===== src/pcsst_pkg.sv =====
// Constants for the coding-sublayer status and capability register group
package pcsst_pkg;

  // Management device address answered by this group
  localparam logic [4:0]  PCSST_DEVAD           = 5'h03;

  // Register offsets in the device's management space
  localparam logic [15:0] PCSST_OFS_STATUS_TWO  = 16'h0008;
  localparam logic [15:0] PCSST_OFS_PKG_ID_LOW  = 16'h000e;
  localparam logic [15:0] PCSST_OFS_PKG_ID_HIGH = 16'h000f;
  localparam logic [15:0] PCSST_OFS_LPI_CAP     = 16'h0014;
  localparam logic [15:0] PCSST_OFS_WAKE_ERR    = 16'h0016;

  // Field positions in pcs_status_two
  localparam int PCSST_BIT_DEV_HI    = 15;
  localparam int PCSST_BIT_DEV_LO    = 14;
  localparam int PCSST_BIT_FIVE_T    = 13;
  localparam int PCSST_BIT_TWOP5_T   = 12;
  localparam int PCSST_BIT_TX_FAULT  = 11;
  localparam int PCSST_BIT_RX_FAULT  = 10;
  localparam int PCSST_BIT_RSV_HI    = 9;
  localparam int PCSST_BIT_RSV_LO    = 4;
  localparam int PCSST_BIT_TEN_T     = 3;
  localparam int PCSST_BIT_TEN_W     = 2;
  localparam int PCSST_BIT_TEN_X     = 1;
  localparam int PCSST_BIT_TEN_R     = 0;

  // Field positions in low_power_idle_capability
  localparam int PCSST_BIT_LPI_KR    = 6;
  localparam int PCSST_BIT_LPI_KX4   = 5;
  localparam int PCSST_BIT_LPI_KX    = 4;
  localparam int PCSST_BIT_LPI_TEN_T = 3;
  localparam int PCSST_BIT_LPI_GIG_T = 2;
  localparam int PCSST_BIT_LPI_FAST  = 1;

  // Fixed field values
  localparam logic [1:0]  PCSST_DEV_PRESENT     = 2'h2;
  localparam logic        PCSST_ABLE            = 1'b1;
  localparam logic        PCSST_NOT_ABLE        = 1'b0;

  // Reset values
  localparam logic [15:0] PCSST_RST_RDATA       = 16'h0000;
  localparam logic [15:0] PCSST_RST_WAKE_ERR    = 16'h0000;
  localparam logic        PCSST_RST_RX_LATCH    = 1'b0;

  // Counter width
  localparam int PCSST_WAKE_ERR_W = 16;

endpackage


===== src/pcsst_regs.sv =====
// Coding-sublayer status and capability registers on the management port
`timescale 1ns/100ps

// What this block does
// - The device-present field of pcs_status_two reads binary 10.
// - Bit 13 of pcs_status_two reads 1 for five-gig twisted-pair ability.
// - Bit 12 of pcs_status_two reads 1 for 2.5G twisted-pair ability.
// - Bit 3 of pcs_status_two reads 1 for ten-gig twisted-pair ability.
// - Bits 2, 1 and 0 of pcs_status_two read 0 for unsupported codings.
// - Bit 11 shows the live transmit-path fault and has no reset of its own.
// - Bit 10 latches high on any receive-path fault and resets to 0.
// - A 32-bit package identifier is read as low then high 16-bit words.
// - Bit 3 of the capability register reports ten-gig twisted-pair idle.
// - Capability bits 6, 5, 4, 2 and 1 read 0.
// - The wake-error counter steps on every wake-time fault.
// - The wake-error counter clears on a read and on a sublayer reset.
// - The wake-error counter saturates at all ones.
module pcsst_regs #(
  parameter logic [15:0] PKG_ID_LOW      = 16'ha5c3, // Arbitrary value
  parameter logic [15:0] PKG_ID_HIGH     = 16'h5a3c, // Arbitrary value
  parameter logic        LPI_TEN_T_ABLE  = 1'b1
) (
  input  wire logic        clk_in,
  input  wire logic        sys_rst_in,
  input  wire logic        pcs_reset_in,
  input  wire logic [4:0]  mgmt_devad_in,
  input  wire logic [15:0] mgmt_addr_in,
  input  wire logic        mgmt_rd_in,
  input  wire logic        transmit_path_fault_in,
  input  wire logic        receive_path_fault_in,
  input  wire logic        wake_time_fault_in,
  output logic      [15:0] mgmt_rdata_out,
  output logic             mgmt_rvalid_out
);

  logic [15:0] rdata_q;
  logic [15:0] rdata_d;
  logic        rvalid_q;
  logic        rx_latch_q;
  logic        rd_status_two;
  logic        rd_wake_err;
  logic        our_read;
  logic [15:0] wake_error_counter;
  logic [15:0] status_two;
  logic [15:0] lpi_cap;

  function automatic logic reads_reg(input logic       rd,
                                     input logic [4:0]  devad,
                                     input logic [15:0] addr,
                                     input logic [15:0] target);
    reads_reg = rd && devad == pcsst_pkg::PCSST_DEVAD && addr == target;
  endfunction

  assign our_read      = mgmt_rd_in &&
                         mgmt_devad_in == pcsst_pkg::PCSST_DEVAD;
  assign rd_status_two = reads_reg(mgmt_rd_in, mgmt_devad_in, mgmt_addr_in,
                                   pcsst_pkg::PCSST_OFS_STATUS_TWO);
  assign rd_wake_err   = reads_reg(mgmt_rd_in, mgmt_devad_in, mgmt_addr_in,
                                   pcsst_pkg::PCSST_OFS_WAKE_ERR);

  // Receive fault latch; a fault in the reading cycle keeps it set
  always_ff @(posedge clk_in)
  begin
    if (sys_rst_in || pcs_reset_in)
      rx_latch_q <= pcsst_pkg::PCSST_RST_RX_LATCH;
    else
      rx_latch_q <= receive_path_fault_in ||
                    (rx_latch_q && !rd_status_two);
  end

  pcsst_sat_counter #(
    .WIDTH      (pcsst_pkg::PCSST_WAKE_ERR_W)
  ) u_wake_err (
    .clk_in     (clk_in),
    .sys_rst_in (sys_rst_in),
    .pcs_rst_in (pcs_reset_in),
    .rd_clr_in  (rd_wake_err),
    .inc_in     (wake_time_fault_in),
    .count_out  (wake_error_counter)
  );

  always_comb
  begin
    status_two = 16'h0000;
    status_two[pcsst_pkg::PCSST_BIT_DEV_HI:pcsst_pkg::PCSST_BIT_DEV_LO] =
      pcsst_pkg::PCSST_DEV_PRESENT;
    status_two[pcsst_pkg::PCSST_BIT_FIVE_T]   = pcsst_pkg::PCSST_ABLE;
    status_two[pcsst_pkg::PCSST_BIT_TWOP5_T]  = pcsst_pkg::PCSST_ABLE;
    status_two[pcsst_pkg::PCSST_BIT_TX_FAULT] =
      transmit_path_fault_in;
    status_two[pcsst_pkg::PCSST_BIT_RX_FAULT] = rx_latch_q;
    status_two[pcsst_pkg::PCSST_BIT_TEN_T]    = pcsst_pkg::PCSST_ABLE;
    status_two[pcsst_pkg::PCSST_BIT_TEN_W]    = pcsst_pkg::PCSST_NOT_ABLE;
    status_two[pcsst_pkg::PCSST_BIT_TEN_X]    = pcsst_pkg::PCSST_NOT_ABLE;
    status_two[pcsst_pkg::PCSST_BIT_TEN_R]    = pcsst_pkg::PCSST_NOT_ABLE;
  end

  always_comb
  begin
    lpi_cap = 16'h0000;
    lpi_cap[pcsst_pkg::PCSST_BIT_LPI_KR]    = pcsst_pkg::PCSST_NOT_ABLE;
    lpi_cap[pcsst_pkg::PCSST_BIT_LPI_KX4]   = pcsst_pkg::PCSST_NOT_ABLE;
    lpi_cap[pcsst_pkg::PCSST_BIT_LPI_KX]    = pcsst_pkg::PCSST_NOT_ABLE;
    lpi_cap[pcsst_pkg::PCSST_BIT_LPI_TEN_T] = LPI_TEN_T_ABLE;
    lpi_cap[pcsst_pkg::PCSST_BIT_LPI_GIG_T] = pcsst_pkg::PCSST_NOT_ABLE;
    lpi_cap[pcsst_pkg::PCSST_BIT_LPI_FAST]  = pcsst_pkg::PCSST_NOT_ABLE;
  end

  // Read mux; unmapped offsets of this device read as zero
  always_comb
  begin
    case (mgmt_addr_in)
      pcsst_pkg::PCSST_OFS_STATUS_TWO:  rdata_d = status_two;
      pcsst_pkg::PCSST_OFS_PKG_ID_LOW:  rdata_d = PKG_ID_LOW;
      pcsst_pkg::PCSST_OFS_PKG_ID_HIGH: rdata_d = PKG_ID_HIGH;
      pcsst_pkg::PCSST_OFS_LPI_CAP:     rdata_d = lpi_cap;
      pcsst_pkg::PCSST_OFS_WAKE_ERR:    rdata_d = wake_error_counter;
      default:                          rdata_d = 16'h0000;
    endcase
  end

  // Data holds between reads so a slow serial shifter can sample it late
  always_ff @(posedge clk_in)
  begin
    if (sys_rst_in)
      rdata_q <= pcsst_pkg::PCSST_RST_RDATA;
    else if (our_read)
      rdata_q <= rdata_d;
  end

  always_ff @(posedge clk_in)
  begin
    if (sys_rst_in)
      rvalid_q <= 1'b0;
    else
      rvalid_q <= our_read;
  end

  assign mgmt_rdata_out  = rdata_q;
  assign mgmt_rvalid_out = rvalid_q;

  // Checks

  a_dev_present: assert property (@(posedge clk_in)
    disable iff (sys_rst_in)
    rd_status_two |=> mgmt_rvalid_out && mgmt_rdata_out[15:14] == 2'h2)
    else $error("device present field wrong");

  a_five_ability: assert property (@(posedge clk_in)
    disable iff (sys_rst_in)
    rd_status_two |=> mgmt_rdata_out[13])
    else $error("five gig ability not reported");

  a_twop5_ability: assert property (@(posedge clk_in)
    disable iff (sys_rst_in)
    rd_status_two |=> mgmt_rdata_out[12])
    else $error("2.5G ability not reported");

  a_ten_ability: assert property (@(posedge clk_in)
    disable iff (sys_rst_in)
    rd_status_two |=> mgmt_rdata_out[3] && mgmt_rdata_out[2:0] == 3'h0)
    else $error("ten gig coding bits wrong");

  a_tx_fault_live: assert property (@(posedge clk_in)
    disable iff (sys_rst_in)
    rd_status_two |=> mgmt_rdata_out[11] == $past(transmit_path_fault_in))
    else $error("transmit fault bit does not follow input");

  a_rx_fault_latch: assert property (@(posedge clk_in)
    disable iff (sys_rst_in)
    receive_path_fault_in && !pcs_reset_in ##1 rd_status_two
    |=> mgmt_rdata_out[10])
    else $error("receive fault not latched");

  a_rx_read_clear: assert property (@(posedge clk_in)
    disable iff (sys_rst_in)
    rd_status_two && !receive_path_fault_in |=> !rx_latch_q)
    else $error("receive fault latch not cleared by read");

  a_pkg_id_words: assert property (@(posedge clk_in)
    disable iff (sys_rst_in)
    reads_reg(mgmt_rd_in, mgmt_devad_in, mgmt_addr_in,
              pcsst_pkg::PCSST_OFS_PKG_ID_HIGH)
    |=> mgmt_rdata_out == PKG_ID_HIGH)
    else $error("package identifier high word wrong");

  a_pkg_id_low: assert property (@(posedge clk_in)
    disable iff (sys_rst_in)
    reads_reg(mgmt_rd_in, mgmt_devad_in, mgmt_addr_in,
              pcsst_pkg::PCSST_OFS_PKG_ID_LOW)
    |=> mgmt_rdata_out == PKG_ID_LOW)
    else $error("package identifier low word wrong");

  a_lpi_caps: assert property (@(posedge clk_in)
    disable iff (sys_rst_in)
    reads_reg(mgmt_rd_in, mgmt_devad_in, mgmt_addr_in,
              pcsst_pkg::PCSST_OFS_LPI_CAP)
    |=> mgmt_rdata_out[3] == LPI_TEN_T_ABLE &&
        mgmt_rdata_out[6:4] == 3'h0 && mgmt_rdata_out[2:1] == 2'h0)
    else $error("idle capability bits wrong");

  a_reserved_zero: assert property (@(posedge clk_in)
    disable iff (sys_rst_in)
    rd_status_two |=> mgmt_rdata_out[9:4] == 6'h00)
    else $error("reserved status bits not zero");

  a_wake_read: assert property (@(posedge clk_in)
    disable iff (sys_rst_in)
    // A fault in the reading cycle legally leaves a count of one
    rd_wake_err && !wake_time_fault_in
    ##1 !wake_time_fault_in && !pcs_reset_in && !rd_wake_err
    |=> wake_error_counter == 16'h0000)
    else $error("wake counter survived its read");

  c_rx_fault_read: cover property (@(posedge clk_in)
    disable iff (sys_rst_in)
    rd_status_two && rx_latch_q);

  c_wake_read: cover property (@(posedge clk_in)
    disable iff (sys_rst_in)
    rd_wake_err && wake_error_counter != 16'h0000);

  c_pkg_low: cover property (@(posedge clk_in)
    disable iff (sys_rst_in)
    reads_reg(mgmt_rd_in, mgmt_devad_in, mgmt_addr_in,
              pcsst_pkg::PCSST_OFS_PKG_ID_LOW));

  c_clear_with_fault: cover property (@(posedge clk_in)
    disable iff (sys_rst_in)
    rd_wake_err && wake_time_fault_in);

endmodule


===== src/pcsst_sat_counter.sv =====
// Saturating wake-error counter, cleared on read or coding-sublayer reset
`timescale 1ns/100ps
module pcsst_sat_counter #(
  parameter int WIDTH = pcsst_pkg::PCSST_WAKE_ERR_W
) (
  input  wire logic             clk_in,
  input  wire logic             sys_rst_in,
  input  wire logic             pcs_rst_in,
  input  wire logic             rd_clr_in,
  input  wire logic             inc_in,
  output logic      [WIDTH-1:0] count_out
);

  localparam logic [WIDTH-1:0] ALL_ONES = {WIDTH{1'b1}};
  localparam logic [WIDTH-1:0] ONE      = {{(WIDTH-1){1'b0}}, 1'b1};

  logic [WIDTH-1:0] count_q;

  assign count_out = count_q;

  always_ff @(posedge clk_in)
  begin
    if (sys_rst_in || pcs_rst_in)
      count_q <= WIDTH'(pcsst_pkg::PCSST_RST_WAKE_ERR);
    else if (rd_clr_in)
      // A fault arriving with the clearing read still counts
      count_q <= inc_in ? ONE : WIDTH'(0);
    else if (inc_in && count_q != ALL_ONES)
      count_q <= count_q + ONE;
  end

  a_wake_counts: assert property (@(posedge clk_in)
    disable iff (sys_rst_in)
    inc_in && !rd_clr_in && !pcs_rst_in && count_q != ALL_ONES
    |=> count_q == $past(count_q) + ONE)
    else $error("wake error count did not step");

  a_read_clears: assert property (@(posedge clk_in)
    disable iff (sys_rst_in)
    (rd_clr_in && !inc_in) || pcs_rst_in |=> count_q == WIDTH'(0))
    else $error("wake error count not cleared");

  a_count_holds: assert property (@(posedge clk_in)
    disable iff (sys_rst_in)
    count_q == ALL_ONES && !rd_clr_in && !pcs_rst_in
    |=> count_q == ALL_ONES)
    else $error("wake error count wrapped");

  c_saturated: cover property (@(posedge clk_in)
    disable iff (sys_rst_in)
    count_q == ALL_ONES && inc_in);

endmodule


===== config.mk =====
export PLATFORM = sky130hd
export DESIGN_NAME = pcsst_regs
export DESIGN_NICKNAME = d
export VERILOG_FILES = /design/src/pcsst_pkg.sv /design/src/pcsst_regs.sv /design/src/pcsst_sat_counter.sv
export SDC_FILE = /design/constraint.sdc
export NUM_CORES = 1
export LEC_CHECK = 0
export BUFFER_PORTS_ARGS = -buffer_cell sky130_fd_sc_hd__buf_2
export CORE_MARGIN = 5
export CORE_UTILIZATION = 40
export CTS_BUF_LIST = sky130_fd_sc_hd__clkbuf_4 sky130_fd_sc_hd__clkbuf_8
export CTS_CLUSTER_SIZE = 12
export DETAILED_ROUTE_END_ITERATION = 12
export PLACE_DENSITY = 0.68
export SYNTH_ARGS = -nofsm -noshare
export SYNTH_HDL_FRONTEND = slang
export SYNTH_SLANG_ARGS = --single-unit

===== constraint.sdc =====
create_clock -name clk_in -period 5.7 [get_ports clk_in]
set_clock_uncertainty 0.15 [all_clocks]
set_input_delay 1.14 -clock clk_in [delete_from_list [all_inputs] [get_ports clk_in]]
set_output_delay 1.14 -clock clk_in [all_outputs]
set_load 0.005 [all_outputs]

==> results_dict.tcl <==
set metrics [dict create \
    die_h_um 76.2 \
    nNetsFinal 277 \
    syn_area_um2 1750 \
    synth_nets 242 \
    gp_congestion 0.844 \
    cts_tree "done" \
    period_share_pct 49.8 \
    min_from "mgmt_rdata_out[15]" \
    rsz0062_at_grt "false" \
    power_density_nw_per_um2 220 \
    ios 45 \
    clockRootBuffer "clkbuf_8" \
    antenna_found_initial 0 \
    start_util_pct 40.9 \
    cts_num_sinks 34 \
    final_common_cell "buf_2" \
    htreeDepth 2 \
    hold_buffers 0 \
    wl_per_cell_um 15.0 \
    worstPathMaxFanout 20 \
    clk_latency_ns 0.29 \
    cts_resized 0 \
    drive_above_1_share_pct 24.2 \
    irDropWorstVdd_v 0.0000955 \
    hold_path.class "register to register" \
    worst_pin_slew_ns 0.923 \
    clk_pin_slew_worst_paths_ns 0.06 \
    grt_start_max_net_pins 30 \
    grtUsageTotal_pct 15.6 \
    drtIter0Drc 179 \
    synth-edff-count 0 \
    crit_required_ns 5.72 \
    startpoint "mgmt_devad_in[3]" \
    insertedDiodeCount 0 \
    via_per_inst 5.83 \
    nFillCells 467 \
    end_kind "register" \
    cts_buffer_depth 2 \
    drv_cap 0 \
    vias 1749 \
    portBuffers 44 \
    status "finished clean" \
    setup_viol 0 \
    async_flop_share_pct 0 \
    cts_buffers 5 \
    final_cell_area_um2 2040 \
    syn_area_per_cell_um2 8.24 \
    most-common-layout-cells "buf_2, dfxtp_1, nand3_1, a21oi_1, nor2_1" \
    fin_tns_setup_ns 0 \
    dieArea_um2 5810 \
    ant_nets 0 \
    post-place-ws_ns 2.56 \
    placed_cell_area_um2 1950 \
    ys_types 40 \
    r2r_start "u_wake_err.count_out[0]" \
    synth_cells 213 \
    ys_warn_count 0 \
    synth_flop_cell "dfxtp_1" \
    finalWorstSetupSlack_ns 2.86 \
    seq_area_frac_synth_pct 38.8 \
    path_class "input port to register" \
    post-route-min-period_ns 2.84 \
    grt_pass1_wl_um 7490 \
    cp.arrival_ns 2.86 \
    cts_setup_buffers 0 \
    p_leak_nw 0.703 \
    final_cell_count_no_fill 300 \
    fp.dieW_um 76.2 \
    drt_pass1_iterations 4 \
    start_kind "input port" \
    hold_viol_final 0 \
    rows 24 \
    drc 0 \
    grt_pass1_vias 1569 \
    wirelength_um 4500 \
    dp_hpwl_um 3280 \
    worstRegToRegCells 5 \
    overflow 0 \
    slew_headroom_pct 38.2 \
    slew_viol_final 0 \
    core_um2 4290 \
    area_growth_syn_to_layout_pct 16.2 \
    hold-path-cell-count 2 \
    max_freq_mhz 352 \
    place_inst 293 \
    ys_ff_latch 34 \
]
## layout make-up
class	count	area, µm²	share of cell area (%)
Clock buffer	7	83.8	4.11
Inverter	2	7.51	0.368
Multi-Input combinational cell	161	981	48.1
Sequential cell	34	681	33.4
Tap cell	52	65.1	3.19
Timing Repair Buffer	44	220	10.8
## state kept, by name (all words and copies together), names as in the netlist
register,cells
mgmt_rdata_out,16
u_wake_err.count_out,16
mgmt_rvalid_out,1
rx_latch_q,1
## worst paths after layout
check                                   to  slack, ns
setup / recovery  u_wake_err.count_out[10]       2.86
hold / removal          mgmt_rdata_out[15]       0.32
setup reg to reg  u_wake_err.count_out[11]       3.70
hold reg to reg         mgmt_rdata_out[15]       0.32
## where the power goes
group | switching (mW) | internal [mW]
clock network | 0.0835 | 0.0935
logic | 0.0170 | 0.0138
registers | 0.00137 | 0.239
## cell usage after synthesis (2+ instances only)
| cell | instances | area (µm²) |
|---|---|---|
| a211oi_1 | 13 | 97.6 |
| a21oi_1 | 17 | 85.1 |
| a31oi_1 | 6 | 37.5 |
| and3_1 | 5 | 31.3 |
| and4_1 | 3 | 26.3 |
| buf_2 | 5 | 25.0 |
| buf_6 | 2 | 22.5 |
| clkbuf_1 | 8 | 30.0 |
| dfxtp_1 | 34 | 681 |
| nand2_1 | 13 | 48.8 |
| nand3_1 | 18 | 90.1 |
| nand3b_1 | 2 | 15.0 |
| nand4_1 | 10 | 62.6 |
| nor2_1 | 14 | 52.6 |
| nor2b_1 | 4 | 25.0 |
| nor3_1 | 4 | 20.0 |
| nor4_1 | 2 | 12.5 |
| o21ai_0 | 9 | 45.0 |
| o31ai_1 | 6 | 45.0 |
| o41ai_1 | 2 | 17.5 |
| or2_2 | 4 | 25.0 |
| or3_1 | 7 | 43.8 |
| or4_1 | 8 | 60.1 |
## through the flow
stage | hold WS [ns] | utilization (%) | total power, mW
after floorplan | 0.309 | - | 0.263
after global placement | 0.309 | 45.5 | 0.276
after detailed placement | 0.311 | 45.5 | 0.277
after CTS | 0.320 | 47.5 | 0.453
after global routing | 0.344 | 47.5 | 0.464
final | 0.322 | 47.5 | 0.449
## per-layer routing
layer  vias up  wire length, µm  global-route usage, %
li1        898                -                      -
met1       798             2110                   21.1
met2        44             2020                   22.4
met3         9              248                   4.26
met4         0              112                   7.87
met5         -                0                      0
## cell families after synthesis
logic type | share of synthesized area, %
AND/OR/NAND/NOR | 32.0
flip-flops | 38.8
buffers and inverters | 5.28
AO/OA/AOI/OAI | 23.3
adder cells (fa/ha/maj) | 0.713
## critical path, cell delays in order
cell and delay, ns:
buf_2 0.10, nor4b_1 0.37, and3_1 0.68, a31o_2 0.48, a21oi_1 0.08
Power figures use the tool's default switching activity.
